<file path="config.mk">
export PLATFORM = sky130hd
export DESIGN_NAME = correlator_control_readout
export DESIGN_NICKNAME = d
export VERILOG_FILES = /design/src/pkg/corr_pkg.sv /design/src/core/correlator_control_readout.sv
export SDC_FILE = /design/constraint.sdc
export NUM_CORES = 1
export LEC_CHECK = 0
export ABC_CLOCK_PERIOD_IN_PS = 5500
export BUFFER_PORTS_ARGS = -buffer_cell sky130_fd_sc_hd__buf_2
export CORE_MARGIN = 3
export CORE_UTILIZATION = 45
export DETAILED_ROUTE_END_ITERATION = 8
export SYNTH_ARGS = -nofsm -noshare
export SYNTH_HDL_FRONTEND = slang
export SYNTH_SLANG_ARGS = --single-unit
</file>
<file path="constraint.sdc">
create_clock -name ref_clk -period 5.5 [get_ports ref_clk]
set_input_delay 0.55 -clock ref_clk [delete_from_list [all_inputs] [get_ports ref_clk]]
set_output_delay 0.55 -clock ref_clk [all_outputs]
set_load 0.02 [all_outputs]
</file>
<file path="src/pkg/corr_pkg.sv">
package corr_pkg;
  localparam int unsigned ADDR_W = 15;
  localparam int unsigned DATA_W = 16;
  localparam int unsigned RESULT_W = 32;
  localparam int unsigned FIFO_DEPTH = 16;
  localparam int unsigned EVENT_LINES = 16;

  // register offsets on the block control port
  localparam logic [14:0] OFS_EVENT_ROUTING_IC0 = 15'h0000;
  localparam logic [14:0] OFS_EVENT_ROUTING_IC1 = 15'h0001;
  localparam logic [14:0] OFS_CHIP_ENABLE_IC0 = 15'h0002;
  localparam logic [14:0] OFS_CHIP_ENABLE_IC1 = 15'h0003;
  localparam logic [14:0] OFS_EVENT_RANGE_CONTROL = 15'h0004;
  localparam logic [14:0] OFS_RESULT_LOW_HALF = 15'h0008;
  localparam logic [14:0] OFS_RESULT_HIGH_HALF = 15'h0009;
  localparam logic [14:0] OFS_READOUT_CONTROL = 15'h000a;
  localparam logic [14:0] OFS_DATAPATH_CLOCK_SELECT = 15'h000c;

  localparam logic [15:0] REG_RESET = 16'h0000;

  // event routing fields, 3 bits each
  localparam int unsigned POS_BLANK = 12;
  localparam int unsigned POS_INTEGRATE = 9;
  localparam int unsigned POS_RUN = 6;
  localparam int unsigned POS_SAMPLER_SYNC = 3;
  localparam int unsigned POS_SAMPLER_BLANK = 0;

  // chip enable fields
  localparam int unsigned POS_INPUT_MODE = 0;
  localparam int unsigned POS_TEST = 1;
  localparam int unsigned POS_DOUBLE = 2;
  localparam int unsigned POS_CHIP_RESET = 3;

  // event range control fields
  localparam int unsigned POS_CHAIN_POS = 0;
  localparam int unsigned POS_SYNC_MASTER = 2;
  localparam int unsigned POS_EXPORT_RIGHT = 3;
  localparam int unsigned POS_EVENT_HALF_SELECT = 8;

  // readout control fields
  localparam int unsigned POS_CHIP_SELECT = 0;
  localparam int unsigned POS_HOST_READOUT_ENABLE = 5;

  // datapath clock select fields, 2 bits per source
  localparam int unsigned POS_SRC_IC0 = 4;
  localparam int unsigned POS_SRC_IC1 = 6;
  localparam int unsigned POS_DIVIDER = 8;

  localparam logic [10:0] RESULT_READS = 11'd1025;

  typedef enum logic [1:0] {
    CHAIN_NONE = 2'h0, CHAIN_FIRST = 2'h1, CHAIN_INTERMEDIATE = 2'h2, CHAIN_LAST = 2'h3
  } chain_pos_t;

  typedef enum logic [1:0] {
    SRC_SAMPLER = 2'h0, SRC_AUX = 2'h1, SRC_LEFT = 2'h2, SRC_RIGHT = 2'h3
  } source_t;

  typedef enum logic [1:0] {RD_WAIT_LOW = 2'b01, RD_WAIT_HIGH = 2'b10} readout_state_t;

  typedef struct packed {
    logic wr;
    logic rd;
    logic [14:0] addr;
    logic [15:0] wdata;
  } bcp_req_t;

  typedef struct packed {
    logic [1:0] delayed;
    logic [1:0] undelayed;
  } chain_link_t;

  typedef struct packed {
    logic shift_en;
    logic acc_en;
    logic acc_clear;
    logic sampler_sync;
    logic sampler_blank;
    logic input_mode;
    logic test;
    logic dbl;
    logic chip_reset;
  } ic_ctrl_t;
endpackage : corr_pkg

</file>
<file path="src/core/correlator_control_readout.sv">
// Overview of operation
// RULE_01 - chain position is none, first, intermediate, last
// RULE_02 - none position disables every chaining bus
// RULE_03 - first: local input, export on chaining buses
// RULE_04 - intermediate: import one bus, export other
// RULE_05 - last: import buses, export nothing
// RULE_06 - links carry delayed and undelayed samples
// RULE_07 - single sync master, clock derived from sync
// RULE_08 - half select picks lower or upper eight lines
// RULE_09 - routing registers hold 3-bit event line numbers
// RULE_10 - host routes optional fields to unused lines
// RULE_11 - register 0xc selects sources and divider
// RULE_12 - chip enable registers, zero means normal run
// RULE_13 - run high, blank low, integrate accumulates
// RULE_14 - integrate fall publishes results, clears accumulators
// RULE_15 - blank holds accumulators, samples keep shifting
// RULE_16 - run low stops shifting, accumulation continues
// RULE_17 - results read once, lag order, 1025 words
// RULE_18 - host reads before next integration ends
// RULE_19 - enable bit 0x0020 allows result retrieval
// RULE_20 - chip select bit picks the IC read
// RULE_21 - host reads low half then high half
// RULE_22 - high half read advances to next word
// RULE_23 - event bus has sixteen lines plus strobe
// RULE_24 - low read latches the matching high half
// RULE_25 - control registers read back last write
`timescale 1ns/10ps

module result_fifo #(
  parameter int unsigned WIDTH = 32,
  parameter int unsigned DEPTH = 16
) (
  input wire logic ref_clk,
  input wire logic rst,
  input wire logic flush,
  input wire logic in_valid,
  output logic in_ready,
  input wire logic [WIDTH-1:0] in_data,
  output logic out_valid,
  input wire logic out_ready,
  output logic [WIDTH-1:0] out_data
);
  localparam int unsigned AW = $clog2(DEPTH);
  logic [WIDTH-1:0] mem [DEPTH];
  logic [AW-1:0] wr_ptr;
  logic [AW-1:0] rd_ptr;
  logic [AW:0] count;
  logic push;
  logic pop;

  assign in_ready = (count != (AW+1)'(DEPTH));
  assign out_valid = (count != '0);
  assign push = in_valid && in_ready;
  assign pop = out_valid && out_ready;
  assign out_data = mem[rd_ptr];

  always_ff @(posedge ref_clk) begin
    if (push) begin
      mem[wr_ptr] <= in_data;
    end
  end

  always_ff @(posedge ref_clk) begin
    if (rst || flush) begin
      wr_ptr <= '0;
      rd_ptr <= '0;
      count <= '0;
    end else begin
      if (push) begin
        wr_ptr <= wr_ptr + 1'b1;
      end
      if (pop) begin
        rd_ptr <= rd_ptr + 1'b1;
      end
      count <= count + (AW+1)'(push) - (AW+1)'(pop);
    end
  end
endmodule : result_fifo

module correlator_control_readout (
  input wire logic ref_clk,
  input wire logic rst,
  input wire corr_pkg::bcp_req_t bcp_req,
  output logic bcp_ack,
  output logic [15:0] bcp_rdata,
  input wire logic [15:0] event_lines,
  input wire logic event_bus_strobe,
  output corr_pkg::ic_ctrl_t ic_ctrl [2],
  input wire corr_pkg::chain_link_t sampler_sample [2],
  input wire corr_pkg::chain_link_t aux_sample,
  output corr_pkg::chain_link_t ic_sample [2],
  input wire corr_pkg::chain_link_t link_left_in,
  input wire corr_pkg::chain_link_t link_right_in,
  output corr_pkg::chain_link_t link_left_out,
  output logic link_left_oe,
  output corr_pkg::chain_link_t link_right_out,
  output logic link_right_oe,
  input wire logic sync_in,
  output logic sync_out,
  output logic sync_oe,
  output logic corr_clk_tick,
  input wire logic [1:0] result_valid,
  output logic [1:0] result_ready,
  input wire logic [31:0] result_data [2]
);
  import corr_pkg::*;

  logic [15:0] event_routing [2];
  logic [15:0] chip_enable [2];
  logic [15:0] event_range_control;
  logic [15:0] readout_control;
  logic [15:0] datapath_clock_select;
  logic [15:0] high_hold;
  readout_state_t rd_state;

  logic [15:0] event_meta;
  logic [15:0] event_sync;
  logic [2:0] strobe_sync;
  logic [15:0] event_level;
  logic [2:0] sync_pin;
  chain_link_t sampler_meta [2];
  chain_link_t sampler_sync [2];
  chain_link_t aux_meta;
  chain_link_t aux_sync;
  chain_link_t left_meta;
  chain_link_t left_sync;
  chain_link_t right_meta;
  chain_link_t right_sync;

  chain_pos_t chain_pos;
  logic sync_master;
  logic [7:0] event_half;
  logic [1:0] integ_prev;
  logic [1:0] integ_fall;
  logic [2:0] divider;
  logic [7:0] div_count;
  logic [10:0] words_left;
  logic chip_sel;
  logic readout_enable;
  logic fifo_in_valid;
  logic fifo_in_ready;
  logic fifo_out_valid;
  logic fifo_pop;
  logic [31:0] fifo_out_data;
  logic rd_low;
  logic rd_high;

  assign chain_pos = chain_pos_t'(event_range_control[POS_CHAIN_POS +: 2]); // RULE_01
  assign sync_master = event_range_control[POS_SYNC_MASTER];
  assign divider = datapath_clock_select[POS_DIVIDER +: 3]; // RULE_11
  assign chip_sel = readout_control[POS_CHIP_SELECT]; // RULE_20
  assign readout_enable = readout_control[POS_HOST_READOUT_ENABLE]; // RULE_19
  assign rd_low = bcp_req.rd && (bcp_req.addr == OFS_RESULT_LOW_HALF);
  assign rd_high = bcp_req.rd && (bcp_req.addr == OFS_RESULT_HIGH_HALF);

  // every pin-side input passes two flops before use
  always_ff @(posedge ref_clk) begin
    if (rst) begin
      event_meta <= '0;
      event_sync <= '0;
      strobe_sync <= '0;
      sync_pin <= '0;
    end else begin
      event_meta <= event_lines;
      event_sync <= event_meta;
      strobe_sync <= {strobe_sync[1:0], event_bus_strobe};
      sync_pin <= {sync_pin[1:0], sync_in};
    end
  end

  always_ff @(posedge ref_clk) begin
    if (rst) begin
      sampler_meta <= '{default: '0};
      sampler_sync <= '{default: '0};
      aux_meta <= '0;
      aux_sync <= '0;
      left_meta <= '0;
      left_sync <= '0;
      right_meta <= '0;
      right_sync <= '0;
    end else begin
      sampler_meta <= sampler_sample;
      sampler_sync <= sampler_meta;
      aux_meta <= aux_sample;
      aux_sync <= aux_meta;
      left_meta <= link_left_in;
      left_sync <= left_meta;
      right_meta <= link_right_in;
      right_sync <= right_meta;
    end
  end

  // lines are taken on the strobe's rising edge; they are assumed settled by then
  always_ff @(posedge ref_clk) begin
    if (rst) begin
      event_level <= '0;
    end else if (strobe_sync[1] && !strobe_sync[2]) begin
      event_level <= event_sync; // RULE_23
    end
  end

  assign event_half = event_range_control[POS_EVENT_HALF_SELECT] ?
                      event_level[15:8] : event_level[7:0]; // RULE_08

  // control registers, all read back as written
  always_ff @(posedge ref_clk) begin
    if (rst) begin
      event_routing <= '{default: REG_RESET};
      chip_enable <= '{default: REG_RESET}; // RULE_12
      event_range_control <= REG_RESET;
      readout_control <= REG_RESET;
      datapath_clock_select <= REG_RESET;
    end else if (bcp_req.wr) begin
      case (bcp_req.addr)
        OFS_EVENT_ROUTING_IC0: event_routing[0] <= bcp_req.wdata;
        OFS_EVENT_ROUTING_IC1: event_routing[1] <= bcp_req.wdata;
        OFS_CHIP_ENABLE_IC0: chip_enable[0] <= bcp_req.wdata;
        OFS_CHIP_ENABLE_IC1: chip_enable[1] <= bcp_req.wdata;
        OFS_EVENT_RANGE_CONTROL: event_range_control <= bcp_req.wdata;
        OFS_READOUT_CONTROL: readout_control <= bcp_req.wdata;
        OFS_DATAPATH_CLOCK_SELECT: datapath_clock_select <= bcp_req.wdata;
        default: ;
      endcase
    end
  end

  always_ff @(posedge ref_clk) begin
    if (rst) begin
      bcp_ack <= 1'b0;
      bcp_rdata <= '0;
    end else begin
      bcp_ack <= bcp_req.rd || bcp_req.wr;
      if (bcp_req.rd) begin
        case (bcp_req.addr)
          OFS_EVENT_ROUTING_IC0: bcp_rdata <= event_routing[0]; // RULE_25
          OFS_EVENT_ROUTING_IC1: bcp_rdata <= event_routing[1]; // RULE_25
          OFS_CHIP_ENABLE_IC0: bcp_rdata <= chip_enable[0];
          OFS_CHIP_ENABLE_IC1: bcp_rdata <= chip_enable[1];
          OFS_EVENT_RANGE_CONTROL: bcp_rdata <= event_range_control;
          OFS_READOUT_CONTROL: bcp_rdata <= readout_control;
          OFS_DATAPATH_CLOCK_SELECT: bcp_rdata <= datapath_clock_select;
          OFS_RESULT_LOW_HALF: bcp_rdata <= fifo_out_valid ? fifo_out_data[15:0] : '0; // RULE_21
          OFS_RESULT_HIGH_HALF: bcp_rdata <= high_hold;
          default: bcp_rdata <= '0;
        endcase
      end
    end
  end

  // per-IC dynamic control from routed event lines
  genvar gi;
  generate
    for (gi = 0; gi < 2; gi++) begin : g_ic
      logic blank;
      logic integ;
      logic run;
      source_t src;
      chain_link_t picked;

      assign blank = event_half[event_routing[gi][POS_BLANK +: 3]]; // RULE_09
      assign integ = event_half[event_routing[gi][POS_INTEGRATE +: 3]];
      assign run = event_half[event_routing[gi][POS_RUN +: 3]];
      assign integ_fall[gi] = integ_prev[gi] && !integ;
      assign src = source_t'(datapath_clock_select[(gi == 0 ? POS_SRC_IC0 : POS_SRC_IC1) +: 2]);

      always_comb begin
        picked = sampler_sync[gi];
        case (src)
          SRC_SAMPLER: picked = sampler_sync[gi]; // RULE_03
          SRC_AUX: picked = aux_sync; // RULE_03
          SRC_LEFT: picked = (chain_pos inside {CHAIN_INTERMEDIATE, CHAIN_LAST}) ?
                             left_sync : sampler_sync[gi]; // RULE_05
          SRC_RIGHT: picked = (chain_pos inside {CHAIN_INTERMEDIATE, CHAIN_LAST}) ?
                              right_sync : sampler_sync[gi]; // RULE_05
          default: picked = sampler_sync[gi];
        endcase
      end

      always_ff @(posedge ref_clk) begin
        if (rst) begin
          integ_prev[gi] <= 1'b0;
          ic_ctrl[gi] <= '0;
          ic_sample[gi] <= '0;
        end else begin
          integ_prev[gi] <= integ;
          ic_sample[gi] <= picked;
          ic_ctrl[gi].shift_en <= run; // RULE_15 RULE_16
          ic_ctrl[gi].acc_en <= integ && !blank; // RULE_13 RULE_15 RULE_16
          ic_ctrl[gi].acc_clear <= integ_prev[gi] && !integ; // RULE_14
          ic_ctrl[gi].sampler_sync <= event_half[event_routing[gi][POS_SAMPLER_SYNC +: 3]];
          ic_ctrl[gi].sampler_blank <= event_half[event_routing[gi][POS_SAMPLER_BLANK +: 3]];
          ic_ctrl[gi].input_mode <= chip_enable[gi][POS_INPUT_MODE]; // RULE_12
          ic_ctrl[gi].test <= chip_enable[gi][POS_TEST];
          ic_ctrl[gi].dbl <= chip_enable[gi][POS_DOUBLE];
          ic_ctrl[gi].chip_reset <= chip_enable[gi][POS_CHIP_RESET];
        end
      end
    end
  endgenerate

  // chaining bus export; both streams travel together on every link
  always_ff @(posedge ref_clk) begin
    if (rst) begin
      link_left_out <= '0;
      link_right_out <= '0;
      link_left_oe <= 1'b0;
      link_right_oe <= 1'b0;
    end else begin
      case (chain_pos)
        CHAIN_FIRST: begin
          link_left_out <= ic_sample[0]; // RULE_03 RULE_06
          link_right_out <= ic_sample[1]; // RULE_06
          link_left_oe <= 1'b1;
          link_right_oe <= 1'b1;
        end
        CHAIN_INTERMEDIATE: begin
          // import from one side, pass onward through the other
          link_left_out <= event_range_control[POS_EXPORT_RIGHT] ? '0 : right_sync; // RULE_04
          link_right_out <= event_range_control[POS_EXPORT_RIGHT] ? left_sync : '0; // RULE_04
          link_left_oe <= !event_range_control[POS_EXPORT_RIGHT];
          link_right_oe <= event_range_control[POS_EXPORT_RIGHT];
        end
        default: begin
          link_left_out <= '0; // RULE_02 RULE_05
          link_right_out <= '0;
          link_left_oe <= 1'b0;
          link_right_oe <= 1'b0;
        end
      endcase
    end
  end

  // correlator clock divider, realigned on the shared sync edge
  always_ff @(posedge ref_clk) begin
    if (rst) begin
      div_count <= '0;
      corr_clk_tick <= 1'b0;
      sync_out <= 1'b0;
      sync_oe <= 1'b0;
    end else begin
      sync_oe <= sync_master; // RULE_07
      if (sync_pin[1] && !sync_pin[2]) begin
        div_count <= '0; // RULE_07
      end else begin
        div_count <= div_count + 1'b1;
      end
      // divider 0 ticks every cycle: full correlator rate
      corr_clk_tick <= ((div_count & ((8'h01 << divider) - 8'h01)) == 8'h00); // RULE_11
      // the master exports its slowest count bit, which all modules follow
      sync_out <= sync_master && div_count[7]; // RULE_07
    end
  end

  // result capture from the selected IC, at most one frame per integration
  always_ff @(posedge ref_clk) begin
    if (rst) begin
      words_left <= '0;
    end else if (integ_fall[chip_sel]) begin
      words_left <= RESULT_READS; // RULE_17 RULE_14
    end else if (fifo_in_valid && fifo_in_ready) begin
      words_left <= words_left - 11'd1;
    end
  end

  assign fifo_in_valid = readout_enable && result_valid[chip_sel] && (words_left != '0);
  assign result_ready[0] = !chip_sel && readout_enable && fifo_in_ready && (words_left != '0);
  assign result_ready[1] = chip_sel && readout_enable && fifo_in_ready && (words_left != '0);
  assign fifo_pop = rd_high && (rd_state == RD_WAIT_HIGH) && fifo_out_valid; // RULE_22

  // a new frame overwrites what the host has not yet read
  result_fifo #(
    .WIDTH(RESULT_W),
    .DEPTH(FIFO_DEPTH)
  ) u_fifo (
    .ref_clk(ref_clk),
    .rst(rst),
    .flush(integ_fall[chip_sel]),
    .in_valid(fifo_in_valid),
    .in_ready(fifo_in_ready),
    .in_data(result_data[chip_sel]),
    .out_valid(fifo_out_valid),
    .out_ready(fifo_pop),
    .out_data(fifo_out_data)
  );

  always_ff @(posedge ref_clk) begin
    if (rst) begin
      rd_state <= RD_WAIT_LOW;
      high_hold <= '0;
    end else begin
      case (rd_state)
        RD_WAIT_LOW: begin
          if (rd_low && fifo_out_valid) begin
            high_hold <= fifo_out_data[31:16]; // RULE_24
            rd_state <= RD_WAIT_HIGH;
          end
        end
        RD_WAIT_HIGH: begin
          if (rd_high) begin
            rd_state <= RD_WAIT_LOW; // RULE_22
          end else if (rd_low && fifo_out_valid) begin
            high_hold <= fifo_out_data[31:16];
          end
        end
        default: rd_state <= RD_WAIT_LOW;
      endcase
    end
  end
endmodule : correlator_control_readout

</file>
Yosys cells after proc, flatten, opt, wreduce, memory -nomap -nowiden

Memories as Yosys holds them, arrays and structs flattened. A register that Yosys moved wholly into a read port is not among the register bits.
Cells that the tools add are included.
Widths: inputs -> output; s select.

Register bits: 314
RAM bits: 512
Input bits: 139
Output and inout port bits: 58
Logic and storage cells: 227
Memories: 1

Add/subtract/negate cells: 7
$lt $le $gt $ge: 12
Equal/unequal tests: 23
Shift-type cells: 1
Muxes and demuxes: 54
Bitwise gates (word level): 2
Reductions and logical operators: 52

Memory list:

| memory     | words | bits a word | read ports | clocked after memory_dff | wr ports | RTL line                         | RTL |
|---|---|---|---|---|---|---|---|
| u_fifo.mem | 16    | 32          | 1          | 1                        | 1        | correlator_control_readout.sv:44 | `logic [WIDTH-1:0] mem [DEPTH];` |

Operator list:

| cell                  | count |
|---|---|
| $pmux 16 s9           | 1 |
| $mux 32               | 3 |
| $eq 15x4->1 const B   | 4 |
| $mux 16               | 3 |
| $lt 3x4->1 const B    | 10 |
| $mux 4                | 8 |
| $pmux 16 s2           | 1 |
| $pmux 4 s4            | 2 |
| $bmux 1 s3            | 10 |
| $eq 15x2->1 const B   | 2 |
| $logic_and 1x1->1     | 22 |
| $mux 11               | 2 |
| $reduce_and 2->1      | 9 |
| $mux 1                | 16 |
| $pmux 4 s2            | 2 |
| $eq 15x1->1 const B   | 1 |
| $eq 15x3->1 const B   | 1 |
| $logic_not 15->1      | 1 |
| $eq 2x2->1 const B    | 7 |
| $reduce_bool 11->1    | 1 |
| $sub 11x1->11 const B | 1 |
| $add 4x1->4 const B   | 2 |
| $add 8x1->8 const B   | 1 |
| $and 8x8->8           | 1 |
| other kinds (21)      | 40 |

Depth between registers and ports, before layout

Gate-level depths: netlist of run 1.

Word-level depth: 9
Depth in mapped cells: 14
Mapped depth without buffers: 14

Cells and area by module

Synthesis of run 1 repeated with hierarchy kept, for this count alone.

Cell total of the unflattened synthesis: 2,249
Area, all modules: 32,830.2 um^2

By module, submodules not included:

| module                     | times used | cells each | area an instance (um^2) | seq. area each (um^2) |
|---|---|---|---|---|
| result_fifo                | 1          | 895        | 20,020.5                | 15,715.1 |
| correlator_control_readout | 1          | 1,354      | 12,809.8                | 6,025.8 |

Worst setup path before layout of run 1

OpenSTA, ideal clock, no wires.

Path type: flip-flop to flip-flop
From: register words_left[0]
To: memory u_fifo.mem[0][0] (enable)
Library setup time: 461 ps
Arrival time: 3,765 ps
Required time: 5,039 ps
Slack: 1,275 ps
Cell stages (with the launch flop): 8
Buffers on the path: 0
Period minus slack after synthesis: 4,225 ps
Cells stage by stage: dfxtp_1 inv_1 ha_1 nor2b_1 and4b_1 nor2_1 nand2_1 nor3_1

Cells in the longest elaborated chain, start to end: 5

Ends and longest elaborated chain:

| what                         | RTL line                          | RTL |
|---|---|---|
| from (decl)                  | correlator_control_readout.sv:137 | `logic [10:0] words_left;` |
| from (signal assigned)       | correlator_control_readout.sv:361 | `words_left <= words_left - 11'd1;` |
| $reduce_bool 11->1           | correlator_control_readout.sv:365 | `assign fifo_in_valid = readout_enable && result_valid[chip_sel] && (words_left != '0);` |
| $logic_and 1x1->1            | correlator_control_readout.sv:365 |  |
| $logic_and 1x1->1            | correlator_control_readout.sv:53  | `assign push = in_valid && in_ready;` |
| net u_fifo.push              | correlator_control_readout.sv:48  | `logic push;` |
| $mux 1                       | correlator_control_readout.sv:58  | `if (push) begin` |
| $mux 1 (not written as such) | correlator_control_readout.sv:59  | `mem[wr_ptr] <= in_data;` |
| to (decl)                    | correlator_control_readout.sv:44  |  |

The timed path passes the listed nets, and every way through them passes these cells.

Final worst setup path of run 1

From: register words_left[0]
To: memory u_fifo.mem[2][20] (enable)

The elaborated chain is that of the path after synthesis.

==> results.yml, run 1 <==
grt:
  antenna_found_initial: 1
  grt_start_max_net_pins: 115
  grt_pass1_vias: 19810
  grt_use_met1_pct: 28.77
  use_met3_pct: 3.338
  grt_use_met2_pct: 36.07
  grt.overflow.total: 0
  gr-max-usage-layer: "met2"
  grt_pass1_wl_mm: 125.4
  grt_usage_pct: 21.39
yosys:
  synth.top_cell.area_share_pct: 46.56
  syn_area_per_cell_um2: 15.02
  syn_nets: 2355
  synth_cell_type_count: 77
  syn_area_um2: 33020
  seq_area_frac_synth_pct: 65.83
  ys.flop_type: "edfxtp_1"
  synth_area_leaders: "edfxtp_1, dfxtp_1, mux4_2"
  synth_warnings: 0
  async_flop_share_pct: 0
  synth_top_cell_by_area: "edfxtp_1"
  postSynthCellCount: 2198
  ys_ff_latch: 830
  synth-edff-count: 512
layout:
  fin_util_pct: 52.75
  syn2layout_area_growth_pct: 15.16
  nFillCells: 5940
  mostFrequentLayoutCells: "edfxtp_1, dfxtp_1, buf_2, nand2_1, mux4_2"
  instances_no_fill: 3396
  nets: 2534
  mostFrequentLayoutCell: "edfxtp_1"
  multi_input_comb_area_um2: 10670
  antenna_cells: 0
  seq_area_um2: 21760
  drive_gt1_share_pct: 25.88
clock_tree:
  ctsHoldBuffers: 0
  cts_tree: "built"
  path_clk_slew_ps: 60
  cts_setup_buffers: 0
  cts_resized: 0
  clock-sinks: 830
  numCtsBuffers: 87
  clock_tree.buffer_depth: 3
  cts_root_buf: "clkbuf_16"
  cts_max_level: 3
  clk_latency_ps: 630
placed_design:
  port-buffer-count: 196
  place_ws_ps: 1611
  gp_congestion: 0.8722
  hpwlAfterDp_mm: 52.22
  dp.cells: 3238
sta:
  finalSetupViolations: 0
  timing.fmax_mhz: 262.4
  hold_slack_ps: 133.3
  layout_setup_ws_ps: 1689
  fin_tns_setup_ps: 0
  relSlewSlack_pct: 18.81
  clock_skew_ps: 19.16
  finalCritPeriodShare_pct: 69.29
  maxSlewViolCount: 0
  rsz0062_at_grt: "false"
  min_period_ps: 3811
  hold_violations: 0
  worst_slew_pin_slew_ps: 1217
flow_run:
  drv_cap: 0
floorplanning:
  pin_count: 197
  die_x_um: 276.9
  core-area_um2: 72100
  die_y_um: 276.9
  dieArea_um2: 76670
  start_util_pct: 45.80
  rows: 98
worst_setup_path:
  rrSetupSlack_ps: 1690
  critPathKind: "flop to flop"
  cp-end-kind: "flop"
  slowest_stage: "nor3_2"
  critical_path_required_ps: 5810
  start_kind: "flop"
  crit_chain: "inv_1, ha_1, nor2b_1, and4b_1, nor2_1, nand2_1, nor3_2, buf_12"
  crit_fanout: 24
  slowest_delay_ps: 890
  cp_data_arrival_time_ps: 4120
pwr:
  power.leakage_nw: 12.31
  powerDensity_nw_per_um2: 341.7
  max-vdd-ir-drop_mv: 0.3106
detailed_routing:
  route.antenna.remaining_nets: 0
  drt_iter0_markers: 1676
  drc_errors: 0
  dr.pass1.iters: 8
  wl_per_cell_um: 24.30
  vias: 19450
  drt-vias-per-instance: 5.726
  wl_mm: 82.53
status:
  status: "complete, no violations"
hold_path:
  hp-class: "primary input to flop"
[critical path: cells and delay by family (launching register included)]
family | cells | cell delay, ps
buf+inv | 2 | 400
simple gates | 5 | 2440
flops | 1 | 340
fa+ha+maj | 1 | 270
[synthesized netlist by cell type (4+ instances only)]
cell type  instances
nor4_1             8
or2_2              4
o211ai_1          12
nand3_1           14
o221ai_1          13
nand2b_1          18
dfxtp_1          318
a32oi_1            4
o2bb2ai_1         22
and3_1             7
a21oi_1          107
nor2b_1          100
inv_1             37
xnor2_1           16
a211oi_1          23
nor3_1            22
buf_1             11
nand2_1          193
mux2i_1           82
ha_1              17
a31oi_1            5
a21o_1             4
buf_2             27
xor2_1             8
o21ai_0           32
a221oi_1          19
mux4_2           175
nor2_1           133
clkbuf_1          91
nand3b_1           8
buf_4              4
mux2_2            51
a311oi_1           8
edfxtp_1         512
nor4_4             5
and2_1             5
or3_1              4
a22oi_1           18
[where the power goes]
part	internal [W]	switching, W
logic	0.0000837	0.000181
registers	0.00662	0.0000131
clock network	0.00370	0.00239
[per-layer routing]
metal / routed length [µm] / vias to the layer above
li1: - / 8727
met1: 34980 / 9953
met2: 40640 / 618
met3: 4492 / 147
met4: 2410 / 2
met5: 13 / -
[final timing paths]
check,depth (start not counted),endpoint,startpoint
worst min-delay path,2,right_meta[2],link_right_in[2]
worst min register to register,1,left_sync[2],left_meta[2]
worst max register to register,8,u_fifo.mem[2][20],words_left[0]
worst max-delay path,8,u_fifo.mem[2][20],words_left[0]
[state kept, by name, summed over array words and instances (netlist names), 18 cells and up, named ones only]
name and flops:
chip_enable 32, event_routing 32, ic_ctrl 18, u_fifo.mem 512
[cells by family after synthesis]
| family | Yosys count | synth area share, % |
|---|---|---|
| AOI/OAI and AO/OA | 284 | 5.785 |
| xor gates and xnor gates | 24 | 0.6365 |
| adders and majority gates | 18 | 0.7047 |
| buffers and inverters | 175 | 2.239 |
| DFF | 830 | 65.83 |
| muxes | 308 | 16.16 |
| and+or+nand+nor | 559 | 8.642 |
[metrics by stage]
stage	power (W)	instance area (µm²)
final	0.01300	38030
after global routing	0.01338	38030
after CTS	0.01311	38030
after detailed placement	0.007036	35040
after global placement	0.007028	35040
after floorplan	0.006908	33020
[area by class of cell]
type / instances / share of cell area (%)
Clock buffer: 116 / 6.360
Clock inverter: 42 / 1.494
Sequential cell: 830 / 57.21
Multi-Input combinational cell: 1193 / 28.05
Inverter: 37 / 0.3652
Tap cell: 950 / 3.126
Timing Repair Buffer: 228 / 3.399
Power figures use the tool's default switching activity.
==> run 2: changes to the inputs <==
--- a/config.mk
+++ b/config.mk
@@ -5,7 +5,7 @@
 export SDC_FILE = /design/constraint.sdc
 export NUM_CORES = 1
 export LEC_CHECK = 0
-export ABC_CLOCK_PERIOD_IN_PS = 5500
+export ABC_CLOCK_PERIOD_IN_PS = 3500
 export BUFFER_PORTS_ARGS = -buffer_cell sky130_fd_sc_hd__buf_2
 export CORE_MARGIN = 3
 export CORE_UTILIZATION = 45
==> constraint.sdc (replaced) <==
create_clock -name ref_clk -period 3.5 [get_ports ref_clk]
set_input_delay 0.35 -clock ref_clk [delete_from_list [all_inputs] [get_ports ref_clk]]
set_output_delay 0.35 -clock ref_clk [all_outputs]
set_load 0.02 [all_outputs]
==> results.yml, run 2 (synthesis results as in run 1) <==
status:
  status: "complete, no violations"
grt:
  grt_usage_pct: 21.58
  grt_use_met1_pct: 28.23
  use_met3_pct: 3.810
  gr-max-usage-layer: "met2"
  antenna_found_initial: 2
  grt_use_met2_pct: 36.73
  grt_pass1_wl_mm: 126.4
  grt_start_max_net_pins: 76
  grt.overflow.total: 0
  grt_pass1_vias: 20200
floorplanning:
  rows: 98
  die_y_um: 276.9
  pin_count: 197
  start_util_pct: 45.80
  die_x_um: 276.9
  dieArea_um2: 76670
  core-area_um2: 72100
worst_setup_path:
  reg2reg_from: "words_left[0]"
  cp-end-kind: "flop"
  critical_path_required_ps: 3790
  crit_fanout: 19
  cp_data_arrival_time_ps: 3240
  critPathKind: "flop to flop"
  start_kind: "flop"
  crit_start: "words_left[0]"
layout:
  multi_input_comb_area_um2: 10690
  syn2layout_area_growth_pct: 17.53
  largest_registers: "u_fifo.mem (512), chip_enable (32), event_routing (32)"
  fin_util_pct: 53.83
  largest_register_ff_count: 512
  nFillCells: 5869
  top_register: "u_fifo.mem"
  antenna_cells: 0
  stdcell_area_um2: 38810
  drive_gt1_share_pct: 26.44
  mostFrequentLayoutCell: "edfxtp_1"
  nets: 2620
  seq_area_um2: 21750
  mostFrequentLayoutCells: "edfxtp_1, dfxtp_1, buf_2, nand2_1, mux4_2"
placed_design:
  gp_congestion: 0.8550
  port-buffer-count: 196
  hpwlAfterDp_mm: 52.47
  post_dp_cell_area_um2: 35570
hold_path:
  hp-class: "primary input to flop"
  holdCritStartpoint: "bcp_req[14]"
flow_run:
  drv_cap: 0
sta:
  worst_slew_pin_slew_ps: 875.7
  timing.fmax_mhz: 339.1
  rsz0062_at_grt: "false"
  hold_violations: 0
  clock_skew_ps: 18.58
  finalCritPeriodShare_pct: 84.25
  min_period_ps: 2949
  finalSetupViolations: 0
  fin_tns_setup_ps: 0
  relSlewSlack_pct: 41.50
  maxSlewViolCount: 0
clock_tree:
  cts_tree: "built"
  clock_tree.buffer_depth: 3
  cts_max_level: 3
  cts_root_buf: "clkbuf_16"
  cts_setup_buffers: 0
  clk_latency_ps: 640
  clock-sinks: 830
  cts_resized: 0
  numCtsBuffers: 88
  path_clk_slew_ps: 60
detailed_routing:
  wl_per_cell_um: 23.88
  drc_errors: 0
  wl_mm: 83.19
  vias: 19770
  drt_iter0_markers: 1682
  dr.pass1.iters: 6
  route.antenna.remaining_nets: 0
  drt-vias-per-instance: 5.675
pwr:
  powerDensity_nw_per_um2: 517.0
  comb_power_share_pct: 2.3
  power.leakage_nw: 12.67
  pwr-share-seq_pct: 52.0
  p_int_w: 0.01603
  p_sw_share_pct: 20.13
  max-vdd-ir-drop_mv: 0.4226
  p_switching_w: 0.004039
  power_w: 0.02007
  p_clk_share_pct: 45.7
[run 2: worst paths after layout]
| kind | to | slack (ps) | cells after the start |
|---|---|---|---|
| worst max-delay path | u_fifo.mem[8][17] | 550 | 8 |
| worst max register to register | u_fifo.mem[8][17] | 550 | 8 |
| worst min-delay path | readout_control[14] | 40 | 3 |
| worst min register to register | aux_sync[0] | 430 | 1 |
[run 2: final cells by class]
cell class	count	area share, %
Clock inverter	37	1.006
Clock buffer	124	6.373
Timing Repair Buffer	313	5.606
Tap cell	950	3.062
Multi-Input combinational cell	1193	27.55
Inverter	37	0.3578
Sequential cell	830	56.05
[run 2: worst max-delay path, stage by stage, from the launching register on]
cell and delay [ps]:
dfxtp_1 340, inv_1 60, ha_1 260, nor2b_1 170, and4b_1 330, nor2_1 470, nand2_1 380, nor2_4 200
buf_4 370
[run 2: metal layers]
layer	wire [µm]	part of all wire, %	vias to the layer above
li1	-	-	8901
met1	33920	41	10040
met2	41550	50	673
met3	5106	6.1	154
met4	2597	3.1	2
met5	13	0.016	-
[run 2: stage by stage]
stage	worst slack (ps)	instances	hold slack, ps
2_1_floorplan	126.7	2198	413.8
3_3_place_gp	394.9	3285	428.1
3_5_place_dp	460.1	3285	420.4
4_1_cts	555.8	3484	7.764
5_1_grt	339.4	3484	22.14
6_report	551.4	3484	40.87
[run 2: power by group through the flow]
stage          logic, W  clock network (W)  registers (W)
2_1_floorplan  0.000217                  0         0.0106
3_3_place_gp   0.000408                  0         0.0106
3_5_place_dp   0.000421                  0         0.0106
4_1_cts        0.000456            0.00939         0.0104
5_1_grt        0.000498            0.00981         0.0104
6_report       0.000456            0.00918         0.0104
[run 2: what timing repair did]
item,4_1_cts,5_1_grt
endpoints found under the setup margin,0,0
hold buffers,38,0
hold endpoints to repair,38,0
